--- src/core/pks_pkg.sv ---
package pks_pkg;

  // ==========================================
  // Timing
  localparam int SETTLE_NS        = 1000;
  localparam int CLK_PERIOD_NS    = 4;
  localparam int SETTLE_CYC       = (SETTLE_NS + CLK_PERIOD_NS - 1) / CLK_PERIOD_NS;
  localparam int SETTLE_W         = 8;
  localparam logic [SETTLE_W-1:0] SETTLE_LAST = SETTLE_W'(SETTLE_CYC - 1);
  localparam int DEB_SCANS        = 3;
  localparam logic [1:0] DEB_LAST = 2'(DEB_SCANS - 1);
  localparam int LCD_HOLD_NS      = 500;
  localparam int LCD_HOLD_CYC     = LCD_HOLD_NS / CLK_PERIOD_NS;
  localparam logic [SETTLE_W-1:0] LCD_LAST = SETTLE_W'(LCD_HOLD_CYC - 1);

  // ==========================================
  // Reset values
  localparam logic [2:0]  COL_RST  = 3'h0;
  localparam logic [31:0] KEYS_RST = 32'h0000_0000;

  // ==========================================
  // Types
  typedef enum logic [1:0] {
    ST_SCAN   = 2'b00,
    ST_SENSOR = 2'b01,
    ST_LCD    = 2'b10
  } pks_state_t;

  typedef struct packed {
    logic [2:0] scan_select;
    logic       display_strobe_line;
    logic       panel_function_select;
  } pks_pins_t;

  typedef struct packed {
    logic doc_present;
    logic read_start;
  } pks_sensors_t;

endpackage

--- src/core/pks_panel.sv ---
`timescale 1ns/1ps
`default_nettype none
module pks_panel (
  input  wire logic                  clk,
  input  wire logic                  sys_rst,
  input  wire logic [3:0]            key_return_lines,
  input  wire logic                  doc_sensor_pin,
  input  wire logic                  read_start_sensor_pin,
  input  wire logic                  lcd_req,
  input  wire logic [3:0]            lcd_nibble,
  input  wire logic                  lcd_strobe_level,
  output logic                       lcd_busy,
  output pks_pkg::pks_pins_t         pins,
  output logic [31:0]                key_state,
  output logic                       key_event,
  output pks_pkg::pks_sensors_t      sensors
);

  // ==========================================
  // Input synchronisers
  logic [3:0] kr_s1_r, kr_s1_nxt;
  logic [3:0] kr_s2_r, kr_s2_nxt;
  logic [1:0] sn_s1_r, sn_s1_nxt;
  logic [1:0] sn_s2_r, sn_s2_nxt;

  always_comb begin
    kr_s1_nxt = key_return_lines;
    kr_s2_nxt = kr_s1_r;
    sn_s1_nxt = {doc_sensor_pin, read_start_sensor_pin};
    sn_s2_nxt = sn_s1_r;
  end

  always_ff @(posedge clk) begin
    if (sys_rst) begin
      kr_s1_r <= '0;
      kr_s2_r <= '0;
      sn_s1_r <= '0;
      sn_s2_r <= '0;
    end else begin
      kr_s1_r <= kr_s1_nxt;
      kr_s2_r <= kr_s2_nxt;
      sn_s1_r <= sn_s1_nxt;
      sn_s2_r <= sn_s2_nxt;
    end
  end

  // ==========================================
  // Phase sequencer
  pks_pkg::pks_state_t            st_r, st_nxt;
  logic [2:0]                     col_r, col_nxt;
  logic [pks_pkg::SETTLE_W-1:0]   cnt_r, cnt_nxt;
  logic                           col_done;
  logic                           scan_done;
  logic                           sense_done;

  always_comb begin
    st_nxt     = st_r;
    col_nxt    = col_r;
    cnt_nxt    = cnt_r;
    col_done   = 1'b0;
    scan_done  = 1'b0;
    sense_done = 1'b0;
    unique case (st_r)
      pks_pkg::ST_SCAN: begin
        if (cnt_r != pks_pkg::SETTLE_LAST) begin
          cnt_nxt = cnt_r + 1'b1;
        end else begin
          cnt_nxt  = '0;
          col_done = 1'b1;
          col_nxt  = col_r + 1'b1;
          if (col_r == 3'h7) begin
            scan_done = 1'b1;
            st_nxt    = pks_pkg::ST_SENSOR;
          end
        end
      end
      pks_pkg::ST_SENSOR: begin
        if (cnt_r != pks_pkg::SETTLE_LAST) begin
          cnt_nxt = cnt_r + 1'b1;
        end else begin
          cnt_nxt    = '0;
          sense_done = 1'b1;
          if (lcd_req) begin
            st_nxt = pks_pkg::ST_LCD;
          end else begin
            st_nxt = pks_pkg::ST_SCAN;
          end
        end
      end
      pks_pkg::ST_LCD: begin
        if (cnt_r != pks_pkg::LCD_LAST) begin
          cnt_nxt = cnt_r + 1'b1;
        end else begin
          cnt_nxt = '0;
          st_nxt  = pks_pkg::ST_SCAN;
        end
      end
      default: st_nxt = pks_pkg::ST_SCAN;
    endcase
  end

  always_ff @(posedge clk) begin
    if (sys_rst) begin
      st_r  <= pks_pkg::ST_SCAN;
      col_r <= pks_pkg::COL_RST;
      cnt_r <= '0;
    end else begin
      st_r  <= st_nxt;
      col_r <= col_nxt;
      cnt_r <= cnt_nxt;
    end
  end

  // ==========================================
  // Key capture and debounce
  logic [31:0]                    raw_r, raw_nxt;
  logic [31:0]                    keys_r, keys_nxt;
  logic [1:0]                     deb_r, deb_nxt;
  logic                           evt_r, evt_nxt;

  always_comb begin
    raw_nxt  = raw_r;
    keys_nxt = keys_r;
    deb_nxt  = deb_r;
    evt_nxt  = 1'b0;
    if (col_done) begin
      raw_nxt[{col_r, 2'b00} +: 4] = kr_s2_r;
    end
    if (scan_done) begin
      if (raw_nxt == keys_r) begin
        deb_nxt = '0;
      end else if (deb_r == pks_pkg::DEB_LAST) begin
        keys_nxt = raw_nxt;
        evt_nxt  = 1'b1;
        deb_nxt  = '0;
      end else begin
        deb_nxt = deb_r + 1'b1;
      end
    end
  end

  always_ff @(posedge clk) begin
    if (sys_rst) begin
      raw_r  <= pks_pkg::KEYS_RST;
      keys_r <= pks_pkg::KEYS_RST;
      deb_r  <= '0;
      evt_r  <= 1'b0;
    end else begin
      raw_r  <= raw_nxt;
      keys_r <= keys_nxt;
      deb_r  <= deb_nxt;
      evt_r  <= evt_nxt;
    end
  end

  // ==========================================
  // Sensor capture
  pks_pkg::pks_sensors_t          sen_r, sen_nxt;

  always_comb begin
    sen_nxt = sen_r;
    if (sense_done) begin
      sen_nxt = pks_pkg::pks_sensors_t'(sn_s2_r);
    end
  end

  always_ff @(posedge clk) begin
    if (sys_rst) begin
      sen_r <= '0;
    end else begin
      sen_r <= sen_nxt;
    end
  end

  // ==========================================
  // Display phase flag
  logic                           busy_r, busy_nxt;

  always_comb begin
    busy_nxt = (st_nxt == pks_pkg::ST_LCD);
  end

  always_ff @(posedge clk) begin
    if (sys_rst) begin
      busy_r <= 1'b0;
    end else begin
      busy_r <= busy_nxt;
    end
  end

  // ==========================================
  // Shared pin drive
  pks_pkg::pks_pins_t             pins_r, pins_nxt;

  always_comb begin
    pins_nxt = pins_r;
    unique case (st_nxt)
      pks_pkg::ST_SCAN: begin
        pins_nxt.panel_function_select = 1'b1;
        pins_nxt.scan_select           = col_nxt;
        pins_nxt.display_strobe_line   = lcd_strobe_level;
      end
      pks_pkg::ST_SENSOR: begin
        pins_nxt.panel_function_select = 1'b0;
        pins_nxt.display_strobe_line   = lcd_strobe_level;
      end
      pks_pkg::ST_LCD: begin
        pins_nxt.panel_function_select = 1'b0;
        pins_nxt.scan_select           = lcd_nibble[2:0];
        pins_nxt.display_strobe_line   = lcd_nibble[3];
      end
      default: pins_nxt = '0;
    endcase
  end

  always_ff @(posedge clk) begin
    if (sys_rst) begin
      pins_r <= '0;
    end else begin
      pins_r <= pins_nxt;
    end
  end

  // ==========================================
  // Outputs
  assign pins      = pins_r;
  assign key_state = keys_r;
  assign key_event = evt_r;
  assign sensors   = sen_r;
  assign lcd_busy  = busy_r;

endmodule
`default_nettype wire

--- config.mk ---
export PLATFORM = sky130hd
export DESIGN_NAME = pks_panel
export DESIGN_NICKNAME = d
export VERILOG_FILES = /design/src/core/pks_pkg.sv /design/src/core/pks_panel.sv
export SDC_FILE = /design/constraint.sdc
export NUM_CORES = 1
export LEC_CHECK = 0
export BUFFER_PORTS_ARGS = -buffer_cell sky130_fd_sc_hd__buf_2
export CAP_MARGIN = 40
export CELL_PAD_IN_SITES_DETAIL_PLACEMENT = 0
export CELL_PAD_IN_SITES_GLOBAL_PLACEMENT = 1
export CORE_MARGIN = 5
export CORE_UTILIZATION = 48
export DETAILED_ROUTE_END_ITERATION = 6
export PLACE_DENSITY = 0.83
export SYNTH_ARGS = -nofsm -noshare
export SYNTH_HDL_FRONTEND = slang
export SYNTH_SLANG_ARGS = --single-unit
--- constraint.sdc ---
create_clock -name clk -period 9.1 [get_ports clk]
set_clock_uncertainty 0.1 [all_clocks]
set_input_delay 1.365 -clock clk [delete_from_list [all_inputs] [get_ports clk]]
set_output_delay 1.365 -clock clk [all_outputs]
set_load 0.01 [all_outputs]
Word level (Yosys, flattened, before mapping)

Cells that the tools add are included.

Output and inout port bits: 41
Logic and storage cells: 64
Input port bits: 14
Register bits: 100

Equality and inequality tests: 9
Shifts and indexed selects: 2
Reductions and logical operators: 6
Bitwise logic cells: 2
$add $sub $neg: 4
Multiplexer cells: 24

Operators with widths:

| cell                   | count |
|---|---|
| $bwmux 32              | 1 |
| $eq 32x32->1           | 1 |
| $mux 32                | 1 |
| $shift 4x7->32 const A | 1 |
| $shiftx 4x7->32        | 1 |
| $mux 8                 | 2 |
| $pmux 8 s2             | 1 |
| $mux 2                 | 7 |
| $pmux 2 s3             | 2 |
| $pmux 3 s3             | 1 |
| $add 8x1->8 const B    | 1 |
| $ne 8x7->1 const B     | 1 |
| $ne 8x8->1 const B     | 1 |
| $mux 1                 | 7 |
| $neg 5->7              | 1 |
| $eq 2x2->1 const B     | 3 |
| $mux 3                 | 2 |
| $eq 2x1->1 const B     | 2 |
| $logic_not 2->1        | 2 |
| $add 3x1->3 const B    | 1 |
| $eq 3x3->1 const B     | 1 |
| $reduce_and 3->1       | 1 |
| $reduce_or 3->1        | 1 |
| $add 2x1->2 const B    | 1 |
| other kinds (3)        | 4 |

Depth between registers and ports, before layout

Gate-level depths: netlist of run 1.

Depth in word-level cells: 7
Depth in mapped cells: 15
Gate-level depth less buffers: 11

Worst setup path before layout of run 1

OpenSTA, ideal clock, no wires.

Path kind: reg2reg
Start point: register col_r[0]
End point: register keys_r[22], in the netlist key_state[22]
Clock period less this slack: 3692 ps
Data required time: 8881 ps
Data arrival time: 3474 ps
Path slack: 5408 ps
Library setup time: 119 ps
Cell stages (with the launch flop): 15
Buffers on the path: 3
Path through: dfxtp_1 clkbuf_1 inv_1 ha_1 ha_1 buf_2 or4_4 nor3_4 nand2_2 a221o_1 nor4_1 nand4_1 o21a_1 buf_6 o221a_1

Longest elaborated chain between the ends: 7
Elaborated cells between the ends (all ways): 12
Classes of those cells: 1 x add/sub; 2 x eq/ne; 2 x shift; 5 x mux; 1 x bitwise; 1 x reduce/logical

Ends and longest elaborated chain:

| item                                              | RTL line         | text |
|---|---|---|
| start, declared                                   | pks_panel.sv:50  | `logic [2:0] col_r, col_nxt;` |
| start signal, assigned                            | pks_panel.sv:105 | `col_r <= pks_pkg::COL_RST;` |
| start signal, assigned                            | pks_panel.sv:109 | `col_r <= col_nxt;` |
| $neg 5->7                                         | pks_panel.sv:127 | `raw_nxt[{col_r, 2'b00} +: 4] = kr_s2_r;` |
| $shiftx 4x7->32 or $shift 4x7->32 (tied branches) | pks_panel.sv:127 |  |
| $bwmux 32                                         | pks_panel.sv:127 |  |
| $mux 32                                           | pks_panel.sv:126 | `if (col_done) begin` |
| $eq 32x32->1                                      | pks_panel.sv:130 | `if (raw_nxt == keys_r) begin` |
| $not 1->1 (no line)                               | n/a              |  |
| $reduce_and 3->1 (no line)                        | n/a              |  |
| end signal, assigned                              | pks_panel.sv:145 | `keys_r <= pks_pkg::KEYS_RST;` |
| end signal, assigned                              | pks_panel.sv:150 | `keys_r <= keys_nxt;` |
| end, declared                                     | pks_panel.sv:117 | `logic [31:0] keys_r, keys_nxt;` |

Several ways; a longest one is shown, not always the timed one.
A chain may end at the register's enable or synchronous reset.

Worst setup path in the final report of run 1

Start point: register col_r[0]
End point: register keys_r[19], in the netlist key_state[19]

The elaborated chain is that of the path after synthesis.

==> flow_metrics.py, run 1 <==
metrics = {
    "status": {
        "status": "finished, final reports clean",
    },
    "sta": {
        "tns_ps": 0,
        "setup_slack_ps": 4300,
        "rsz0062_at_grt": "false",
        "timing.final.crit_share_pct": 52.8,
        "worst_pin_slew_ps": 857,
        "layout_min_cycle_time_ps": 4800,
        "setup_viol": 0,
        "slew_headroom_pct": 42.4,
        "whs_ps": 344,
        "fmax_mhz": 208,
        "finalHoldViolations": 0,
        "slew_viol_final": 0,
    },
    "clocking": {
        "h-tree-depth": 3,
        "cts_tree": "built",
        "cts_setup_buffers": 0,
        "cts_buffer_depth": 2,
        "cts_made_buffers": 9,
        "root_buffer": "clkbuf_8",
        "clkSinkCount": 100,
        "cts_resized": 0,
        "postCtsHoldBufs": 0,
        "path_clk_slew_ps": 100,
        "clk_latency_ps": 390,
    },
    "final_layout": {
        "layout.nets": 648,
        "drive_above_1_share_pct": 19.7,
        "final_area_um2": 5750,
        "n_antenna_cell": 0,
        "layout.cells.most_common": "dfxtp_1",
        "mostFrequentLayoutCells": "100 x dfxtp_1, 77 x nand2_1, 53 x nor2_1, 53 x buf_2, 44 x inv_1",
        "syn2layout_area_growth_pct": 10.7,
        "num-fill-cells": 1028,
    },
    "floorplanning": {
        "row_count": 38,
        "die_area_um2": 13000,
        "ios": 55,
        "core_area_um2": 10700,
        "start_util_pct": 48.5,
        "die_height_um": 114,
        "die_x_um": 114,
    },
    "logic_synthesis": {
        "netlist_instances": 592,
        "synth_area_um2": 5190,
        "ys.flop_type": "dfxtp_1",
        "synth-seq-cells": 100,
        "yosys_warnings": 0,
        "synth_nets": 614,
        "synth_top_cell_area_share_pct": 38.6,
        "ys_seq_area_share_pct": 38.6,
        "synth_top_area_cell": "dfxtp_1",
        "synth_edf_count": 0,
        "synth_area_leaders": "dfxtp_1 39%, o32ai_2 8.5%, nand2_1 5.6%",
        "async_reset_ff_share_pct": 0,
        "avgSynthCellArea_um2": 8.77,
        "synth_cell_types": 70,
    },
    "grt": {
        "antenna_found_initial": 0,
        "grt_usage_pct": 22.4,
        "grt_pass1_wl_um": 23000,
        "grt_pass1_vias": 4311,
        "grt_max_degree": 64,
        "global_route.overflow_total": 0,
    },
    "placement": {
        "dp_slack_ps": 4370,
        "gp_congestion": 0.920,
        "placement.io_buffers": 54,
        "hpwlAfterDp_um": 9940,
        "placed_area_um2": 5540,
    },
    "worst_setup_path": {
        "worst_setup_path_end_kind": "register",
        "cp_slowest_cell": "nand4_1",
        "path_delay_family": "simple AND/OR/NAND/NOR gates",
        "path_cells": "inv_1, ha_1, ha_1, nor4b_2, nand4_1, a32oi_1, nand4_1, a2111oi_0, nand4_1, nor2_4, buf_4, o221a_2",
        "critPathKind": "reg2reg",
        "crit_fanout": 29,
        "cp.arrival_ps": 5040,
        "worstRegToRegCells": 12,
        "startpoint": "col_r[0]$_SDFF_PP0_",
        "required_ps": 9340,
        "worst-r2r-setup-slack_ps": 4300,
        "rr_startpoint": "col_r[0]$_SDFF_PP0_",
        "r2r_end": "key_state[19]$_SDFFE_PP0P_",
        "critPathBufInv": 2,
        "path_common_cell": "nand4_1",
        "start_kind": "register",
        "slowest_delay_ps": 600,
    },
    "power_and_ir_drop": {
        "p_leak_nw": 2.08,
        "power.density_nw_per_um2": 134,
        "irDropWorstVdd_mv": 0.0893,
    },
    "routing": {
        "postRouteWirelength_um": 14100,
        "dr.first_iter.drc_count": 418,
        "vias": 4435,
        "wl_per_cell_um": 18.2,
        "viasPerCell": 5.75,
        "antenna_left": 0,
        "firstDrtPassIters": 5,
        "drcViolationCount": 0,
    },
    "min_path": {
        "hp-class": "reg2reg",
        "hp-start": "kr_s1_r[2]$_SDFF_PP0_",
        "hold_depth": 1,
        "holdPathEnd": "kr_s2_r[2]$_SDFF_PP0_",
    },
    "flow_run": {
        "cap_violations": 0,
    },
}
==> worst max path at each step <==
| stage | end | slack (ps) | cells after the start |
|---|---|---|---|
| CTS | key_state[19]$_SDFFE_PP0P_ | 4330 | 12 |
| detailed placement | key_state[19]$_SDFFE_PP0P_ | 4370 | 12 |
| finish | key_state[19]$_SDFFE_PP0P_ | 4300 | 12 |
| floorplan | key_state[22]$_SDFFE_PP0P_ | 5410 | 14 |
| global placement | key_state[17]$_SDFFE_PP0P_ | 4490 | 11 |
| global route | key_state[19]$_SDFFE_PP0P_ | 3930 | 12 |
==> worst reg2reg max path, delay by kind of cell, from the launching register on <==
kind                       cells  cell delay, ps
and+or+nand+nor                5            1660
AOI/OAI and AO/OA              3            1160
adders and majority gates      2             700
buffers and inverters          2             580
DFF                            1             540
==> where the power goes <==
part | internal [mW] | switching [mW] | total (mW) | leakage [nW]
clock | 0.131 | 0.172 | 0.303 | 0.0984
combinational | 0.00791 | 0.0127 | 0.0206 | 1.17
sequential | 0.441 | 0.00606 | 0.447 | 0.809
total | 0.581 | 0.191 | 0.771 | 2.08
==> cells in the mapped netlist, types with 3 or more instances <==
library cell,instances
or2_2,3
o2bb2ai_1,5
o32ai_2,27
and2_1,7
clkbuf_1,23
nand3_1,16
nor4_1,9
nand3b_1,3
a2bb2oi_1,3
mux2i_1,19
o221a_1,3
o22ai_1,9
dfxtp_1,100
xor2_1,12
and3_1,3
nor3b_1,3
nor3_1,7
a221oi_1,5
inv_1,44
nor2b_1,17
nand2_1,77
and4_1,3
a211oi_1,4
buf_1,3
nand4_1,8
buf_4,4
buf_2,6
a21oi_1,28
nor2_1,54
nand2b_1,7
o21ai_0,9
ha_1,8
xnor2_1,16
==> flip-flops by register name (all words and copies together), names as in the netlist, 3 cells and up <==
signal / count
pins: 5
kr_s2_r: 4
cnt_r: 8
raw_r: 32
col_r: 3
key_state: 32
kr_s1_r: 4
==> per-stage QoR <==
stage	instances	util (%)	total power [mW]
finish	771	53.7	0.771
global route	771	53.7	0.801
CTS	771	53.7	0.779
detailed placement	755	51.8	0.478
global placement	753	51.6	0.478
floorplan	592	-	0.470
==> metal layers <==
layer	global-route usage [%]	share of wire, %	vias up
met5	0	0	-
met4	7.13	1.6	0
met3	4.40	6.5	23
met1	31.3	46	2088
li1	-	-	2159
met2	34.8	46	165
==> cells by family after synthesis <==
| family | synth area share [%] |
|---|---|
| adder cells (fa/ha/maj) | 1.93 |
| buffers and inverters | 6.44 |
| multiplexers | 3.66 |
| AND/OR/NAND/NOR | 24.3 |
| AO/OA/AOI/OAI | 20.4 |
| flip-flops | 38.6 |
| XOR/XNOR | 4.72 |
==> layout make-up <==
cell class | count | area, um2 | share of cell area, %
Tap cell | 140 | 175 | 3.05
Multi-Input combinational cell | 411 | 2870 | 49.9
Inverter | 44 | 165 | 2.87
Clock inverter | 7 | 82.6 | 1.44
Timing Repair Buffer | 60 | 330 | 5.75
Clock buffer | 9 | 124 | 2.15
Sequential cell | 100 | 2000 | 34.8
No activity file was read; power rests on OpenSTA's default activity.
==> run 2: changes to the inputs <==
- CORE_UTILIZATION: 48 -> 40
- PLACE_DENSITY: 0.83 -> 0.73
- clock period: 9.1 -> 4.3 ns (I/O delays scaled with it)
==> flow_metrics.py, run 2 (synthesis results as in run 1) <==
metrics = {
    "floorplanning": {
        "die_x_um": 124,
        "ios": 55,
        "die_area_um2": 15400,
        "die_height_um": 124,
        "start_util_pct": 41.0,
        "core_area_um2": 12700,
        "row_count": 41,
    },
    "worst_setup_path": {
        "cp.arrival_ps": 4170,
        "startpoint": "col_r[1]$_SDFF_PP0_",
        "cp_slowest_cell": "or4_4",
        "path_cells": "inv_1, ha_1, ha_1, or4_4, nor3_4, and2_1, o221ai_1, nor4_1, nand4_1, o21a_4, buf_12, o32ai_2",
        "crit_fanout": 19,
        "critPathBufInv": 2,
        "path_common_cell": "ha_1",
        "critPathKind": "reg2reg",
        "path_delay_family": "simple AND/OR/NAND/NOR gates",
        "slowest_delay_ps": 570,
        "rr_startpoint": "col_r[1]$_SDFF_PP0_",
        "start_kind": "register",
        "required_ps": 4460,
        "worst_setup_path_end_kind": "register",
    },
    "power_and_ir_drop": {
        "power.density_nw_per_um2": 303,
        "p_leak_nw": 2.19,
        "irDropWorstVdd_mv": 0.179,
    },
    "grt": {
        "grt_pass1_vias": 4420,
        "grt_pass1_wl_um": 23700,
        "grt_usage_pct": 20.0,
        "grt_max_degree": 49,
        "antenna_found_initial": 0,
        "global_route.overflow_total": 0,
    },
    "sta": {
        "slew_viol_final": 0,
        "tns_ps": 0,
        "setup_viol": 0,
        "rsz0062_at_grt": "false",
        "slew_headroom_pct": 42.8,
        "finalHoldViolations": 0,
        "worst_pin_slew_ps": 857,
        "layout_min_cycle_time_ps": 4010,
        "timing.final.crit_share_pct": 93.3,
        "fmax_mhz": 249,
    },
    "routing": {
        "firstDrtPassIters": 5,
        "antenna_left": 0,
        "vias": 4506,
        "postRouteWirelength_um": 14600,
        "dr.first_iter.drc_count": 391,
        "drcViolationCount": 0,
        "wl_per_cell_um": 17.9,
        "viasPerCell": 5.54,
    },
    "final_layout": {
        "mostFrequentLayoutCells": "100 x dfxtp_1, 77 x nand2_1, 53 x nor2_1, 53 x buf_2, 44 x inv_1",
        "n_antenna_cell": 0,
        "syn2layout_area_growth_pct": 15.4,
        "layout.cells.most_common": "dfxtp_1",
        "num-fill-cells": 1267,
        "layout.nets": 659,
        "postLayoutCoreUtil_pct": 47.3,
        "drive_above_1_share_pct": 21.3,
    },
    "placement": {
        "gp_congestion": 0.948,
        "hpwlAfterDp_um": 10400,
        "placement.io_buffers": 54,
    },
    "clocking": {
        "path_clk_slew_ps": 70,
        "cts_setup_buffers": 0,
        "h-tree-depth": 3,
        "clk_latency_ps": 350,
        "cts_made_buffers": 9,
        "cts_resized": 0,
        "postCtsHoldBufs": 0,
        "cts_buffer_depth": 2,
        "cts_tree": "built",
        "clkSinkCount": 100,
        "root_buffer": "clkbuf_16",
    },
    "flow_run": {
        "cap_violations": 0,
    },
    "min_path": {
        "hp-class": "reg2reg",
        "hp-start": "sn_s2_r[0]$_SDFF_PP0_",
    },
    "status": {
        "status": "finished, final reports clean",
    },
}
## run 2: path summary, 6_finish.rpt
path	end	slack [ps]	cells past startpoint
setup / recovery	key_state[31]$_SDFFE_PP0P_	290	12
hold / removal	sensors[0]$_SDFFE_PP0P_	340	2
setup reg to reg	key_state[31]$_SDFFE_PP0P_	290	12
hold reg to reg	sensors[0]$_SDFFE_PP0P_	340	2
## run 2: metal layers
| metal | track usage [%] | up-vias | part of all wire, % |
|---|---|---|---|
| met5 | 0 | - | 0 |
| met4 | 7.26 | 0 | 2.4 |
| met1 | 27.8 | 2139 | 47 |
| li1 | - | 2192 | - |
| met2 | 29.8 | 144 | 45 |
| met3 | 5.18 | 31 | 6.3 |
## run 2: report_power, final
group | internal [mW] | switching (mW) | total [mW]
clock network | 0.454 | 0.369 | 0.823
logic | 0.0168 | 0.0279 | 0.0447
registers | 0.934 | 0.0130 | 0.947
total | 1.40 | 0.410 | 1.81
## run 2: area by class of cell
class | instances | area [um2] | area share [%]
Multi-Input combinational cell | 411 | 2890 | 48.2
Clock buffer | 9 | 225 | 3.76
Tap cell | 172 | 215 | 3.59
Sequential cell | 100 | 2000 | 33.4
Clock inverter | 7 | 77.6 | 1.29
Timing Repair Buffer | 71 | 417 | 6.95
Inverter | 44 | 165 | 2.76
## run 2: stage by stage
step	cells	hold slack [ps]	setup WS, ps	cell area [um2]	total power [mW]
4_1_cts	814	335	169	5970	1.84
6_report	814	337	288	5990	1.81
2_1_floorplan	592	314	608	5190	0.995
3_3_place_gp	798	319	329	5670	1.01
5_1_grt	814	354	84.2	5990	1.89
3_5_place_dp	798	325	212	5670	1.01
## run 2: worst reg2reg max path, delay by kind of cell (launching register included)
kind | cells | cell delay [ps]
simple gates | 5 | 1740
flops | 1 | 420
buf+inv | 2 | 280
fa+ha+maj | 2 | 630
compound gates | 3 | 750
==> run 3: changes to the inputs <==
- MAX_ROUTING_LAYER: unset -> met4
==> flow_metrics.py, run 3 (synthesis results as in run 1) <==
metrics = {
    "clocking": {
        "path_clk_slew_ps": 60,
        "cts_made_buffers": 9,
        "root_buffer": "clkbuf_16",
        "cts_resized": 0,
        "postCtsHoldBufs": 0,
        "h-tree-depth": 3,
        "cts_tree": "built",
        "clkSinkCount": 100,
        "cts_buffer_depth": 2,
        "clk_latency_ps": 360,
        "cts_setup_buffers": 0,
    },
    "placement": {
        "gp_congestion": 0.974,
        "hpwlAfterDp_um": 10800,
        "placement.io_buffers": 54,
    },
    "sta": {
        "setup_viol": 0,
        "layout_min_cycle_time_ps": 4160,
        "fmax_mhz": 240,
        "slew_viol_final": 0,
        "worst_pin_slew_ps": 849,
        "finalHoldViolations": 0,
        "timing.final.crit_share_pct": 96.8,
        "slew_headroom_pct": 43.3,
        "rsz0062_at_grt": "false",
        "tns_ps": 0,
    },
    "routing": {
        "drcViolationCount": 0,
        "antenna_left": 0,
        "viasPerCell": 5.57,
        "firstDrtPassIters": 5,
        "wl_per_cell_um": 18.3,
        "postRouteWirelength_um": 14900,
        "dr.first_iter.drc_count": 357,
        "vias": 4536,
    },
    "final_layout": {
        "ff_latch_area_um2": 2000,
        "mostFrequentLayoutCells": "100 x dfxtp_1, 77 x nand2_1, 53 x nor2_1, 53 x buf_2, 44 x inv_1",
        "layout.cells.most_common": "dfxtp_1",
        "multi_input_area_um2": 2870,
        "drive_above_1_share_pct": 21.2,
        "num-fill-cells": 1258,
        "syn2layout_area_growth_pct": 15.7,
        "layout.nets": 661,
        "n_antenna_cell": 0,
    },
    "grt": {
        "global_route.overflow_total": 0,
        "grt_pass1_wl_um": 23800,
        "grt_max_degree": 51,
        "antenna_found_initial": 0,
        "grt_pass1_vias": 4406,
        "grt_usage_pct": 20.9,
    },
    "worst_setup_path": {
        "worst-r2r-setup-slack_ps": 140,
        "cp_slowest_cell": "or4_4",
        "crit_fanout": 15,
        "worst_setup_path_end_kind": "register",
        "required_ps": 4470,
        "r2r_end": "key_state[31]$_SDFFE_PP0P_",
        "rr_startpoint": "col_r[1]$_SDFF_PP0_",
        "path_cells": "inv_1, ha_1, ha_1, or4_4, nor3_4, nand2_2, a221o_1, nor4_1, nand4_1, o21a_2, buf_4, o32ai_2",
        "cp.arrival_ps": 4330,
        "critPathKind": "reg2reg",
        "start_kind": "register",
        "path_common_cell": "ha_1",
        "worstRegToRegCells": 12,
        "slowest_delay_ps": 560,
    },
    "min_path": {
        "hold_depth": 1,
        "holdPathEnd": "kr_s2_r[1]$_SDFF_PP0_",
        "hp-start": "kr_s1_r[1]$_SDFF_PP0_",
        "hp-class": "reg2reg",
    },
    "power_and_ir_drop": {
        "power.share.switching_pct": 20.3,
        "p_int_mw": 1.53,
        "p_seq_share_pct": 49.3,
        "p_sw_mw": 0.390,
        "power.total_mw": 1.92,
        "power.density_nw_per_um2": 320,
        "p_leak_nw": 2.21,
        "pwr-share-comb_pct": 2.3,
        "irDropWorstVdd_mv": 0.145,
        "pwr-share-clk_pct": 48.4,
    },
    "floorplanning": {
        "ios": 55,
        "die_area_um2": 15400,
        "core_area_um2": 12700,
        "die_x_um": 124,
        "row_count": 41,
        "start_util_pct": 41.0,
        "die_height_um": 124,
    },
    "flow_run": {
        "cap_violations": 0,
    },
    "status": {
        "status": "finished, final reports clean",
    },
}
## run 3: cell types whose count changed in the layout (fill, tap and decap cells not counted), sizes merged
cell and delta:
clkinv -3, buf +2, bufinv +2, clkbuf +1, clkinvlp -1
## run 3: power by group through the flow
stage	clock network (mW)	registers [mW]	logic [mW]
global route	0.992	0.948	0.0494
finish	0.929	0.948	0.0438
floorplan	0	0.960	0.0355
detailed placement	0	0.968	0.0447
global placement	0	0.968	0.0439
CTS	0.950	0.947	0.0447
## run 3: through the flow
stage                     hold WS, ps  utilization [%]  cells  instance area [um2]  setup WS [ps]
after CTS                         341             47.4    815                 6010            227
after detailed placement          325             44.7    800                 5670            268
after floorplan                   314                -    592                 5190            608
final                             337             47.4    815                 6010            139
after global placement            319             44.7    800                 5670            355
after global routing              360             47.4    815                 6010           7.55
## run 3: layout make-up
| type | instances | share of cell area, % |
|---|---|---|
| clock buffers | 10 | 3.98 |
| clock inverters | 5 | 1.67 |
| flip-flops and latches | 100 | 33.3 |
| inverters | 44 | 2.75 |
| repair buffers | 73 | 6.92 |
| multi-input cells | 411 | 47.8 |
| well taps | 172 | 3.58 |
## run 3: worst max-delay path: cells and delay by family (launching register included)
family | cells | cell delay, ps
flops | 1 | 390
fa+ha+maj | 2 | 600
compound gates | 3 | 990
simple gates | 5 | 1630
buf+inv | 2 | 330
## run 3: per-layer routing
layer | global-route usage, % | wire [um] | up-vias
li1 | - | - | 2193
met1 | 28.8 | 7050 | 2175
met2 | 30.7 | 6740 | 144
met3 | 4.13 | 833 | 24
met4 | 7.26 | 266 | 0
met5 | - | 0 | -
## run 3: how the worst max path moves through the flow
stage                                   start                         end  slack (ps)  depth (start not counted)
after floorplan           col_r[0]$_SDFF_PP0_  key_state[22]$_SDFFE_PP0P_         610                         14
after global placement    col_r[1]$_SDFF_PP0_  key_state[31]$_SDFFE_PP0P_         350                         12
after detailed placement  col_r[1]$_SDFF_PP0_  key_state[13]$_SDFFE_PP0P_         270                         12
after CTS                 col_r[1]$_SDFF_PP0_  key_state[31]$_SDFFE_PP0P_         230                         12
after global routing      col_r[1]$_SDFF_PP0_   key_state[3]$_SDFFE_PP0P_           8                         12
final                     col_r[1]$_SDFF_PP0_  key_state[31]$_SDFFE_PP0P_         140                         12
